--- config.mk ---
export PLATFORM = sky130hd
export DESIGN_NAME = tmc_timer2
export DESIGN_NICKNAME = d
export VERILOG_FILES = /design/src/tmc_edge.v /design/src/tmc_tick.v /design/src/tmc_timer2.v
export VERILOG_INCLUDE_DIRS = /design/src
export SDC_FILE = /design/constraint.sdc
export NUM_CORES = 1
export LEC_CHECK = 0
export BUFFER_PORTS_ARGS = -buffer_cell sky130_fd_sc_hd__buf_4
export CORE_AREA = 2 2 113 115
export DETAILED_ROUTE_END_ITERATION = 8
export DIE_AREA = 0 0 115 117
export HOLD_SLACK_MARGIN = 0.12
export PLACE_DENSITY = 0.9
export RECOVER_POWER = 50
export REMOVE_ABC_BUFFERS = 1
export SYNTH_ARGS = -nofsm -noshare
export SYNTH_HDL_FRONTEND = slang
export SYNTH_SLANG_ARGS = --single-unit
--- constraint.sdc ---
create_clock -name clk -period 2.4 [get_ports clk]
set_input_delay 0.36 -clock clk [delete_from_list [all_inputs] [get_ports clk]]
set_output_delay 0.36 -clock clk [all_outputs]
set_load 0.05 [all_outputs]
--- src/tmc_map.vh ---
// Register map, field positions, reset values and timing constants of the timer block.
// Assumes inclusion by the timer design file and its testbench.
`ifndef TMC_MAP_VH
`define TMC_MAP_VH

// ----------------------------------------------------------------
// Register byte addresses
// ----------------------------------------------------------------
`define TMC_ADDR_CONTROL   12'h418
`define TMC_ADDR_RELOAD    12'h41c
`define TMC_ADDR_CAPTURE   12'h420
`define TMC_ADDR_COUNT     12'h424
`define TMC_ADDR_MODE      12'h428
`define TMC_ADDR_IRQ_STAT  12'h42c
`define TMC_ADDR_IRQ_MASK  12'h430

// ----------------------------------------------------------------
// Control register fields
// ----------------------------------------------------------------
`define TMC_BIT_OVF        7
`define TMC_BIT_EXF        6
`define TMC_BIT_RX0_SEL    5
`define TMC_BIT_TX0_SEL    4
`define TMC_BIT_EXEN       3
`define TMC_BIT_RUN        2
`define TMC_BIT_CT         1
`define TMC_BIT_CPRL       0

// ----------------------------------------------------------------
// Mode register fields
// ----------------------------------------------------------------
`define TMC_BIT_RX1_SEL    0
`define TMC_BIT_TX1_SEL    1
`define TMC_BIT_TOGOE      2

// ----------------------------------------------------------------
// Interrupt status fields
// ----------------------------------------------------------------
`define TMC_IRQ_OVF        0
`define TMC_IRQ_EXF        1

// ----------------------------------------------------------------
// Reset values and timing
// ----------------------------------------------------------------
`define TMC_RST_CONTROL    8'h00
`define TMC_RST_MODE       3'h0
`define TMC_RST_RELOAD     16'h0000
`define TMC_TICK_DIV       4

// ----------------------------------------------------------------
// AXI responses
// ----------------------------------------------------------------
`define TMC_RESP_OKAY      2'b00
`define TMC_RESP_SLVERR    2'b10

`endif

--- src/tmc_edge.v ---
// Falling-edge detector for the external trigger and count inputs.
// Assumes the input is already synchronous to clk.
module tmc_edge (
  input  wire clk,
  input  wire rst,
  input  wire sig_in,
  output wire fall
);

  reg prev_q;

  always @(posedge clk) begin
    if (rst) begin
      prev_q <= 1'b1;
    end else begin
      prev_q <= sig_in;
    end
  end

  assign fall = prev_q & ~sig_in;

endmodule

--- src/tmc_tick.v ---
// Divider producing one-cycle timer tick enables.
// Assumes a single clock domain; the tick rate is clk divided by DIV.
module tmc_tick #(
  parameter DIV = 4
) (
  input  wire clk,
  input  wire rst,
  output wire tick
);

  reg [15:0] cnt_q;

  always @(posedge clk) begin
    if (rst) begin
      cnt_q <= 16'h0000;
    end else if (cnt_q == DIV[15:0] - 16'h0001) begin
      cnt_q <= 16'h0000;
    end else begin
      cnt_q <= cnt_q + 16'h0001;
    end
  end

  assign tick = (cnt_q == DIV[15:0] - 16'h0001);

endmodule

--- src/tmc_timer2.v ---
// Timer 2 control, flags, count/capture/reload and AXI4-Lite register slave.
// Assumes synchronous inputs on clk and an AXI4-Lite master on the same clock.
//
// Behaviour
// RULE_01: Overflow sets overflow flag; only software clears.
// RULE_02: No overflow flag while baud select or toggle.
// RULE_03: Enabled trigger fall capture/reload sets external flag.
// RULE_04: External flag requests the shared timer interrupt.
// RULE_05: External flag cleared only by software write.
// RULE_06: Clock select bits route overflow to serial 0.
// RULE_07: Capture mode: trigger fall captures count.
// RULE_08: Reload mode: reload on overflow and trigger fall.
// RULE_09: Baud select forces reload, ignores capture select.
// RULE_10: Capture copies count bytes into capture bytes.
// RULE_11: Reload loads count from reload bytes.
// RULE_12: Run bit starts/stops; select picks clock source.
`include "tmc_map.vh"

module tmc_timer2 #(
  parameter TICK_DIV = `TMC_TICK_DIV
) (
  input  wire        clk,
  input  wire        rst,
  input  wire        external_trigger_input,
  input  wire        count_input,
  output reg         serial0_rx_baud_tick,
  output reg         serial0_tx_baud_tick,
  output reg         serial1_rx_baud_tick,
  output reg         serial1_tx_baud_tick,
  output wire        irq,
  input  wire [11:0] s_axi_awaddr,
  input  wire        s_axi_awvalid,
  output wire        s_axi_awready,
  input  wire [31:0] s_axi_wdata,
  input  wire [3:0]  s_axi_wstrb,
  input  wire        s_axi_wvalid,
  output wire        s_axi_wready,
  output reg  [1:0]  s_axi_bresp,
  output reg         s_axi_bvalid,
  input  wire        s_axi_bready,
  input  wire [11:0] s_axi_araddr,
  input  wire        s_axi_arvalid,
  output wire        s_axi_arready,
  output reg  [31:0] s_axi_rdata,
  output reg  [1:0]  s_axi_rresp,
  output reg         s_axi_rvalid,
  input  wire        s_axi_rready
);

  // ----------------------------------------------------------------
  // State
  // ----------------------------------------------------------------
  reg  [7:0]  ctrl_q;
  reg  [2:0]  mode_q;
  reg  [15:0] count_q;
  reg  [15:0] reload_q;
  reg  [15:0] capture_q;
  reg  [1:0]  irq_stat_q;
  reg  [1:0]  irq_mask_q;
  reg         aw_hold_q;
  reg  [11:0] aw_addr_q;
  reg         w_hold_q;
  reg  [31:0] w_data_q;
  reg  [3:0]  w_strb_q;

  wire        tick;
  wire        trig_fall;
  wire        cnt_fall;

  tmc_tick #(
    .DIV (TICK_DIV)
  ) u_tick (
    .clk  (clk),
    .rst  (rst),
    .tick (tick)
  );

  tmc_edge u_edge (
    .clk    (clk),
    .rst    (rst),
    .sig_in (external_trigger_input),
    .fall   (trig_fall)
  );

  // The count pin has its own detector; a pin held low through reset gives one fall after reset, which counts nothing as RUN resets clear.
  tmc_edge u_cnt_edge (
    .clk    (clk),
    .rst    (rst),
    .sig_in (count_input),
    .fall   (cnt_fall)
  );

  function known_addr;
    input [11:0] a;
    begin
      known_addr = (a == `TMC_ADDR_CONTROL) || (a == `TMC_ADDR_RELOAD) ||
                   (a == `TMC_ADDR_CAPTURE) || (a == `TMC_ADDR_COUNT) ||
                   (a == `TMC_ADDR_MODE) || (a == `TMC_ADDR_IRQ_STAT) ||
                   (a == `TMC_ADDR_IRQ_MASK);
    end
  endfunction

  // Byte-lane write enable of one register for the write being answered.
  function wr_lane;
    input        go;
    input [11:0] a;
    input [11:0] reg_a;
    input        lane;
    begin
      wr_lane = go & (a == reg_a) & lane;
    end
  endfunction

  // ----------------------------------------------------------------
  // Counting datapath
  // ----------------------------------------------------------------
  wire run         = ctrl_q[`TMC_BIT_RUN];
  wire exen        = ctrl_q[`TMC_BIT_EXEN];
  wire baud_any0   = ctrl_q[`TMC_BIT_RX0_SEL] | ctrl_q[`TMC_BIT_TX0_SEL];
  wire baud_any1   = mode_q[`TMC_BIT_RX1_SEL] | mode_q[`TMC_BIT_TX1_SEL];
  wire baud_any    = baud_any0 | baud_any1;
  // Only up counting exists; the toggle enable merely gates the overflow flag.
  // Event counting uses falling edges of the count pin instead of the tick.
  wire step        = run & (ctrl_q[`TMC_BIT_CT] ? cnt_fall : tick); // RULE_12
  wire overflow    = step & (count_q == 16'hffff);
  wire capture_md  = ctrl_q[`TMC_BIT_CPRL] & ~baud_any; // RULE_09
  wire ext_event   = exen & trig_fall;
  wire do_capture  = ext_event & capture_md; // RULE_07
  wire do_reload   = overflow | (ext_event & ~capture_md); // RULE_08
  wire ovf_set     = overflow & ~baud_any & ~mode_q[`TMC_BIT_TOGOE]; // RULE_02

  always @(posedge clk) begin
    if (rst) begin
      count_q   <= 16'h0000;
      capture_q <= 16'h0000;
    end else begin
      if (do_capture) begin
        capture_q <= count_q; // RULE_10
      end
      // A capture-mode overflow still wraps through the reload value.
      if (do_reload) begin
        count_q <= reload_q; // RULE_11
      end else if (step) begin
        count_q <= count_q + 16'h0001;
      end
    end
  end

  // Overflow rate drives the serial baud ticks when selected.
  always @(posedge clk) begin
    if (rst) begin
      serial0_rx_baud_tick <= 1'b0;
      serial0_tx_baud_tick <= 1'b0;
      serial1_rx_baud_tick <= 1'b0;
      serial1_tx_baud_tick <= 1'b0;
    end else begin
      serial0_rx_baud_tick <= overflow & ctrl_q[`TMC_BIT_RX0_SEL]; // RULE_06
      serial0_tx_baud_tick <= overflow & ctrl_q[`TMC_BIT_TX0_SEL]; // RULE_06
      serial1_rx_baud_tick <= overflow & mode_q[`TMC_BIT_RX1_SEL];
      serial1_tx_baud_tick <= overflow & mode_q[`TMC_BIT_TX1_SEL];
    end
  end

  // ----------------------------------------------------------------
  // AXI4-Lite write path
  // ----------------------------------------------------------------
  // A write lands only once address and data are both in hand; the response follows.
  assign s_axi_awready = ~aw_hold_q & ~s_axi_bvalid;
  assign s_axi_wready  = ~w_hold_q & ~s_axi_bvalid;

  wire        aw_ok  = aw_hold_q | (s_axi_awvalid & s_axi_awready);
  wire        w_ok   = w_hold_q | (s_axi_wvalid & s_axi_wready);
  wire [11:0] wa     = aw_hold_q ? aw_addr_q : s_axi_awaddr;
  wire [31:0] wd     = w_hold_q ? w_data_q : s_axi_wdata;
  wire [3:0]  ws     = w_hold_q ? w_strb_q : s_axi_wstrb;
  wire        wr_go  = aw_ok & w_ok & ~s_axi_bvalid;
  wire        wr_ctl    = wr_lane(wr_go, wa, `TMC_ADDR_CONTROL, ws[0]);
  wire        wr_ist    = wr_lane(wr_go, wa, `TMC_ADDR_IRQ_STAT, ws[0]);
  wire        wr_mode   = wr_lane(wr_go, wa, `TMC_ADDR_MODE, ws[0]);
  wire        wr_rld_lo = wr_lane(wr_go, wa, `TMC_ADDR_RELOAD, ws[0]);
  wire        wr_rld_hi = wr_lane(wr_go, wa, `TMC_ADDR_RELOAD, ws[1]);
  wire        wr_msk    = wr_lane(wr_go, wa, `TMC_ADDR_IRQ_MASK, ws[0]);

  always @(posedge clk) begin
    if (rst) begin
      aw_hold_q    <= 1'b0;
      aw_addr_q    <= 12'h000;
      w_hold_q     <= 1'b0;
      w_data_q     <= 32'h00000000;
      w_strb_q     <= 4'h0;
      s_axi_bvalid <= 1'b0;
      s_axi_bresp  <= `TMC_RESP_OKAY;
    end else begin
      if (wr_go) begin
        aw_hold_q    <= 1'b0;
        w_hold_q     <= 1'b0;
        s_axi_bvalid <= 1'b1;
        s_axi_bresp  <= known_addr(wa) ? `TMC_RESP_OKAY : `TMC_RESP_SLVERR;
      end else begin
        if (s_axi_awvalid & s_axi_awready) begin
          aw_hold_q <= 1'b1;
          aw_addr_q <= s_axi_awaddr;
        end
        if (s_axi_wvalid & s_axi_wready) begin
          w_hold_q <= 1'b1;
          w_data_q <= s_axi_wdata;
          w_strb_q <= s_axi_wstrb;
        end
        if (s_axi_bvalid & s_axi_bready) begin
          s_axi_bvalid <= 1'b0;
        end
      end
    end
  end

  // ----------------------------------------------------------------
  // Control register
  // ----------------------------------------------------------------
  // Hardware sets take priority over a software clear in the same cycle,
  // so an event landing on the clearing write is never lost.
  always @(posedge clk) begin
    if (rst) begin
      ctrl_q <= `TMC_RST_CONTROL;
    end else begin
      if (wr_ctl) begin
        ctrl_q <= wd[7:0]; // RULE_05
      end
      if (ovf_set) begin
        ctrl_q[`TMC_BIT_OVF] <= 1'b1; // RULE_01
      end
      if (ext_event) begin
        ctrl_q[`TMC_BIT_EXF] <= 1'b1; // RULE_03
      end
    end
  end

  // ----------------------------------------------------------------
  // Mode, reload and interrupt mask registers
  // ----------------------------------------------------------------
  always @(posedge clk) begin
    if (rst) begin
      mode_q     <= `TMC_RST_MODE;
      reload_q   <= `TMC_RST_RELOAD;
      irq_mask_q <= 2'b00;
    end else begin
      if (wr_mode) begin
        mode_q <= wd[2:0];
      end
      if (wr_rld_lo) begin
        reload_q[7:0] <= wd[7:0];
      end
      if (wr_rld_hi) begin
        reload_q[15:8] <= wd[15:8];
      end
      if (wr_msk) begin
        irq_mask_q <= wd[1:0];
      end
    end
  end

  // ----------------------------------------------------------------
  // Interrupt status and request
  // ----------------------------------------------------------------
  // Status bits are sticky and apart from the control flags, so software
  // may rewrite the control byte without losing a pending request.
  always @(posedge clk) begin
    if (rst) begin
      irq_stat_q <= 2'b00;
    end else begin
      irq_stat_q <= (irq_stat_q & ~(wr_ist ? wd[1:0] : 2'b00)) |
                    {ext_event, ovf_set};
    end
  end

  assign irq = |(irq_mask_q & irq_stat_q); // RULE_04

  // ----------------------------------------------------------------
  // AXI4-Lite read path
  // ----------------------------------------------------------------
  // Unmapped reads answer with an error and zero data, so probing the map is harmless.
  assign s_axi_arready = ~s_axi_rvalid;

  always @(posedge clk) begin
    if (rst) begin
      s_axi_rvalid <= 1'b0;
      s_axi_rdata  <= 32'h00000000;
      s_axi_rresp  <= `TMC_RESP_OKAY;
    end else if (s_axi_arvalid & s_axi_arready) begin
      s_axi_rvalid <= 1'b1;
      s_axi_rresp  <= known_addr(s_axi_araddr) ? `TMC_RESP_OKAY : `TMC_RESP_SLVERR;
      case (s_axi_araddr)
        `TMC_ADDR_CONTROL:  s_axi_rdata <= {24'h000000, ctrl_q};
        `TMC_ADDR_RELOAD:   s_axi_rdata <= {16'h0000, reload_q};
        `TMC_ADDR_CAPTURE:  s_axi_rdata <= {16'h0000, capture_q};
        `TMC_ADDR_COUNT:    s_axi_rdata <= {16'h0000, count_q};
        `TMC_ADDR_MODE:     s_axi_rdata <= {29'h0000000, mode_q};
        `TMC_ADDR_IRQ_STAT: s_axi_rdata <= {30'h0000000, irq_stat_q};
        `TMC_ADDR_IRQ_MASK: s_axi_rdata <= {30'h0000000, irq_mask_q};
        default:            s_axi_rdata <= 32'h00000000;
      endcase
    end else if (s_axi_rvalid & s_axi_rready) begin
      s_axi_rvalid <= 1'b0;
    end
  end

endmodule

==> results of run 1 <==
[cells in the final DEF, fill, tap and decap left out, types with 6 or more instances in the layout]
cell,count
a211oi_1,7
a21oi_1,63
a221oi_1,7
a222oi_1,9
a41oi_1,7
and2_1,7
and3_1,12
and4_1,9
buf_4,87
clkbuf_1,35
clkbuf_16,17
conb_1,18
dfxtp_1,137
inv_1,14
mux2_2,9
mux2i_1,36
nand2_1,74
nand3_1,31
nand4_1,27
nor2_1,65
nor3_1,33
nor3b_1,6
o21ai_0,26
o21ai_1,13
or3_1,19
xor2_1,10
[layout make-up]
class                           count  area, um2
Clock buffer                       23        478
Clock inverter                      7       70.1
Fill cell                         999       4280
Inverter                           14       52.6
Multi-Input combinational cell    574       3680
Sequential cell                   137       2740
Tap cell                          150        188
Timing Repair Buffer              124        821
[registers in the layout, indices dropped and copies added, names as in the netlist, 2 cells and up]
register	count
w_strb_q	2
irq_stat_q	2
count_q	16
aw_addr_q	12
irq_mask_q	2
mode_q	3
s_axi_rdata	16
capture_q	16
w_data_q	16
reload_q	16
u_tick.cnt_q	16
ctrl_q	8
[layer usage]
metal  up-vias  share of wire
met4         0          0.027
met5         -              0
met2       349           0.47
met1      3067           0.41
li1       3034              -
met3        61          0.090
[kinds of logic after synthesis]
family                   Yosys count  share of synthesized area
multiplexers                      47                     0.0746
other                              1                   0.000552
AND/OR/NAND/NOR                  315                      0.252
adder cells (fa/ha/maj)            2                    0.00368
buffers and inverters             86                     0.0630
AO/OA/AOI/OAI                    180                      0.187
flip-flops                       137                      0.404
XOR/XNOR                          12                     0.0155
[synthesized netlist by cell type, types with 9 or more instances]
master	n	area share
o21ai_1	14	0.010
mux2i_1	36	0.053
nand4_1	27	0.025
dfxtp_1	137	0.40
nor3_1	33	0.024
o21ai_0	25	0.018
and4_1	9	0.012
xor2_1	10	0.013
nand2_1	74	0.041
nor2_1	65	0.036
and3_1	12	0.011
or3_1	19	0.017
a21oi_1	63	0.046
buf_2	15	0.011
inv_1	14	0.0077
clkbuf_1	33	0.018
mux2_2	9	0.015
a222oi_1	9	0.013
nand3_1	31	0.023
buf_4	21	0.023
[power breakdown]
group / switching (mW) / internal (mW) / total [mW]
registers: 0.0421 / 2.32 / 2.37
clock network: 0.945 / 1.49 / 2.44
logic: 0.367 / 0.199 / 0.566
[worst paths after layout]
path	from	to	slack (ns)	cells past startpoint
setup / recovery	aw_hold_q	ctrl_q[7]	0.17	5
hold / removal	count_input	u_cnt_edge.prev_q	0.15	2
setup reg to reg	aw_hold_q	ctrl_q[7]	0.17	5
hold reg to reg	s_axi_rdata[11]	s_axi_rdata[11]	0.45	2
[worst max-delay path, cell delays in order, from the launching register on]
cell and delay (ns):
dfxtp_1 0.45, buf_4 0.22, o32ai_1 0.55, nand3_4 0.26
or4_1 0.57, o311ai_1 0.09
[repair_timing]
action,4_1_cts,5_1_grt
gates resized for setup,0,1
hold endpoints to repair,1,0
hold buffers,1,0
endpoints found under the setup margin,0,2
==> impl_metrics.csv, run 1 <==
group,metric,value,unit
outcome,outcome,"finished clean",
timing,grt_setup_unrepaired,"no",
clocking,clkTransAtPathRegs,0.06,ns
clocking,numCtsBuffers,17,
floorplanning,initial_core_util,0.552,
synthesis,synth_seq_cells,137,
timing,fin_crit_sh,0.929,
drt,ant_nets,0,
place,port_buffers,78,
floorplanning,io_pins,115,
setup_path,criticalPathCategory,"reg -> reg",
drt,drc,0,
setup_path,arrival,2.55,ns
drt,wl,18200,um
global_route,busiest_layer,"met2",
place,preCtsSetupSlack,0.160,ns
drt,viasPerCell,6.33,
clocking,cts_setup_buffers,0,
global_route,grt_pass1_wl,29500,um
layout,fin_area,8040,um2
timing,whs,0.146,ns
setup_path,start_kind,"flip-flop",
timing,setup_tns,0,ns
floorplanning,row_count,41,
global_route,grt_pass1_vias,6035,
synthesis,syn_inst,780,
synthesis,netlist_area,6790,um2
pwr,power_density,668,nW/um2
timing,setup_slack,0.171,ns
min_path,hp-class,"in -> reg",
synthesis,synth_edf_count,0,
timing,clock_skew,0.00986,ns
layout,n_antenna_cell,0,
floorplanning,die_area,13500,um2
clocking,clock_latency,0.42,ns
place,place_area,7610,um2
synthesis,async_reset_ff_frac,0,
layout,finish.utilization,0.653,
job,maxCapViolCount,0,
timing,tightest_slew,0.898,ns
synthesis,yosys_most_used_dff,"dfxtp_1",
pwr,cellLeakagePower,3.05,nW
setup_path,crit_path_end_kind,"flip-flop",
layout,stdcell_count,1029,
drt,vias,6511,
setup_path,cp_data_required_time,2.72,ns
floorplanning,die_x,115,um
clocking,cts_tree,"done",
global_route,use_met3,0.0582,
global_route,grt-ovfl-total,0,
global_route,grt_antenna_before_repair,0,
place,place_hpwl,12300,um
global_route,grt_max_degree,46,
synthesis,avgSynthCellArea,8.71,um2
floorplanning,core,12300,um2
clocking,htreeDepth,4,
synthesis,yosys.cell_types.count,76,
timing,setup_viol,0,
drt,firstDrtPassIters,6,
timing,hold_violations,0,
clocking,cts.sink_count,137,
pwr,total_power,5.37,mW
timing,fmax,0.449,GHz
synthesis,yosysSeqAreaShare,0.404,
timing,finalCriticalPeriod,2.23,ns
global_route,grtUsageMet2,0.454,
floorplanning,die_h,117,um
layout,drive_gt1_frac,0.167,
timing,relSlewSlack,0.401,
setup_path,path_max_fanout,17,
timing,maxSlewViolCount,0,
global_route,grt_use_total,0.275,
synthesis,yosys_warnings,0,
place,gp_congestion,0.971,
drt,drt_iter0_drc,628,
layout,syn_to_final_growth,18.3,%
clocking,ctsRootBufferMaster,"clkbuf_16",
drt,wl_per_cell,17.7,um
pwr,ir_drop,0.447,mV
clocking,cts.path.max_buffers,2,
layout,fin_nets,939,
global_route,globalRouteMet1Util,0.352,
place,dp.cells,998,
Power figures use the tool's default switching activity.
==> run 2: changes to the inputs <==
- CORE_AREA: 2 2 113 115 -> 2 2 110 112
- DIE_AREA: 0 0 115 117 -> 0 0 112 114
- SYNTH_HIERARCHICAL: not set -> 1
==> run 2 against run 1 <==
Against the previous run:
- critical path depth up 3
- combinational power fell by 6.4%
- sequential power barely moved
- critical endpoint is now count_q[14]
- largest cell class unchanged
==> impl_metrics.csv, run 2 <==
group,metric,value,unit
drt,firstDrtPassIters,7,
synthesis,avgSynthCellArea,9.05,um2
drt,drc,0,
outcome,outcome,"finished clean",
layout,stdcell_count,957,
floorplanning,row_count,40,
clocking,cts.sink_count,137,
setup_path,start_kind,"flip-flop",
setup_path,path_max_fanout,4,
timing,fin_crit_sh,0.966,
floorplanning,initial_core_util,0.546,
timing,hold_violations,0,
drt,viasPerCell,5.91,
timing,setup_viol,0,
min_path,hp-class,"in -> reg",
synthesis,synthAdderAreaFrac,0.00588,
job,maxCapViolCount,0,
floorplanning,die_h,114,um
synthesis,yosys.cell_types.count,61,
clocking,cts_setup_buffers,0,
setup_path,critical-path-slowest-cell,"or4_4",
layout,syn_to_final_growth,21.2,%
layout,fin_nets,870,
synthesis,yosys_warnings,6,
synthesis,synth_commonest_cells,"dfxtp_1, nor2_1, nand2_1",
place,place_area,7190,um2
synthesis,async_reset_ff_frac,0,
synthesis,syn_inst,706,
synthesis,yosysMostFrequentCell,"dfxtp_1",
drt,drt_iter0_drc,601,
synthesis,ys_top_cells_by_area,"dfxtp_1, mux2i_1, nor2_1, nand2_1, mux2_2",
layout,drive_gt1_frac,0.190,
pwr,ir_drop,0.454,mV
synthesis,yosys_most_used_dff,"dfxtp_1",
timing,fmax,0.431,GHz
timing,relSlewSlack,0.343,
global_route,grt_use_total,0.259,
setup_path,criticalPathCategory,"reg -> reg",
clocking,cts_tree,"done",
setup_path,cp_data_required_time,2.75,ns
clocking,numCtsBuffers,17,
setup_path,cp_cell_sequence,"ha_4 -> nor4b_4 -> and4_4 -> mux2i_2 -> or3b_4 -> or4_4 -> a21o_1 -> a21oi_2",
timing,clock_skew,0.00940,ns
clocking,cts.path.max_buffers,2,
layout,fin_area,7750,um2
drt,wl_per_cell,17.0,um
synthesis,synth_compound_area_frac,0.127,
setup_path,crit_path_end_kind,"flip-flop",
synthesis,synth_top_area_share,0.429,
clocking,clock_latency,0.42,ns
place,gp_congestion,0.897,
global_route,grt_pass1_vias,5333,
layout,final_cell_mix,"dfxtp_1, nor2_1, buf_4, nand2_1, mux2i_1",
pwr,cellLeakagePower,3.21,nW
place,port_buffers,78,
drt,ant_nets,0,
floorplanning,die_x,112,um
global_route,grt_antenna_before_repair,0,
setup_path,critPathMaxStageDelay,0.41,ns
layout,regArea,2750,um2
place,place_hpwl,10400,um
synthesis,synthMuxAreaShare,0.125,
synthesis,synth-simple-area-share,0.222,
drt,vias,5660,
synthesis,synth_seq_cells,137,
layout,n_fill_cell,914,
place,preCtsSetupSlack,-0.0948,ns
drt,wl,16300,um
layout,multi_input_area,3440,um2
synthesis,synth_edf_count,0,
pwr,power_density,714,nW/um2
global_route,grt_pass1_wl,26700,um
timing,grt_setup_unrepaired,"no",
global_route,grt-ovfl-total,0,
synthesis,synth_xor_area_frac,0.0384,
layout,n_antenna_cell,0,
synthesis,yosys.area.top_type,"dfxtp_1",
synthesis,synth_top_family_by_area,"simple AND/OR/NAND/NOR gates",
floorplanning,io_pins,115,
clocking,clkTransAtPathRegs,0.06,ns
synthesis,yosysSeqAreaShare,0.429,
floorplanning,core,11700,um2
clocking,ctsRootBufferMaster,"clkbuf_16",
timing,whs,0.136,ns
floorplanning,die_area,12800,um2
place,dp.cells,925,
synthesis,netlist_area,6390,um2
layout,final_common_cell,"dfxtp_1",
clocking,htreeDepth,4,
setup_path,arrival,2.67,ns
timing,maxSlewViolCount,0,
timing,setup_slack,0.0818,ns
timing,tightest_slew,0.986,ns
global_route,grt_max_degree,102,
timing,finalCriticalPeriod,2.32,ns
[run 2: cell count changes after synthesis, moves of 17 or more]
| cell | change |
|---|---|
| a21oi_1 | -31 |
| mux2i_1 | +21 |
| nand3_1 | -19 |
| nor2_1 | +39 |
| nor3_1 | -22 |
| or3_1 | -17 |
| xnor2_1 | +17 |
[run 2: critical path, delay by kind of cell, from the launching register on]
kind                     cells  cell delay (ns)
AND/OR/NAND/NOR              4             1.30
flip-flops                   1             0.36
AO/OA/AOI/OAI                2             0.32
adder cells (fa/ha/maj)      1             0.16
multiplexers                 1             0.11
[run 2: logic make-up (layout without fill, tap and decap cells)]
logic type      after synthesis  in the layout
fa+ha+maj                     3              3
buf+inv                      67            154
compound gates              117            117
mux                          77             77
simple gates                276            276
xor+xnor                     28             28
other cells                   1             18
flops                       137            137
[run 2: timing repair]
item	in CTS	in global routing
hold buffers	1	0
pin swaps	1	3
gates resized for setup	4	9
hold endpoints to repair	1	0
setup endpoints to repair	3	13
[run 2: worst paths after layout]
kind	from	end	slack, ns	depth (start not counted)
setup / recovery	u_tick/cnt_q[1]	count_q[14]	0.08	8
hold / removal	external_trigger_input	u_edge/prev_q	0.14	2
setup reg to reg	u_tick/cnt_q[1]	count_q[14]	0.08	8
hold reg to reg	s_axi_rdata[12]	s_axi_rdata[12]	0.45	2
[run 2: layer usage]
metal | routed length [um] | track usage | part of all wire | vias up
met5 | 0 | 0 | 0 | -
met4 | 377 | 0.0976 | 0.023 | 0
met3 | 1250 | 0.0627 | 0.077 | 33
met2 | 7890 | 0.431 | 0.48 | 270
met1 | 6780 | 0.328 | 0.42 | 2672
li1 | - | - | - | 2685
[run 2: layout make-up]
type | count | area share
Timing Repair Buffer | 111 | 0.0942
Sequential cell | 137 | 0.354
Tap cell | 147 | 0.0237
Inverter | 12 | 0.00581
Clock inverter | 11 | 0.0191
Clock buffer | 20 | 0.0590
Multi-Input combinational cell | 519 | 0.444
[run 2: through the flow]
| stage | utilization | setup TNS (ns) | power (mW) |
|---|---|---|---|
| after global placement | 0.614 | 0 | 2.91 |
| after global routing | 0.661 | 0 | 5.70 |
| final | 0.661 | 0 | 5.53 |
| after CTS | 0.668 | 0 | 5.55 |
| after detailed placement | 0.614 | -0.0948 | 2.92 |
| after floorplan | - | -8.43 | 2.71 |
[run 2: power by group]
part           internal [mW]  total (mW)  leakage (nW)  switching [mW]
sequential              2.32        2.35          1.11          0.0351
combinational          0.194       0.530          1.82           0.336
clock                   1.68        2.65         0.284           0.966
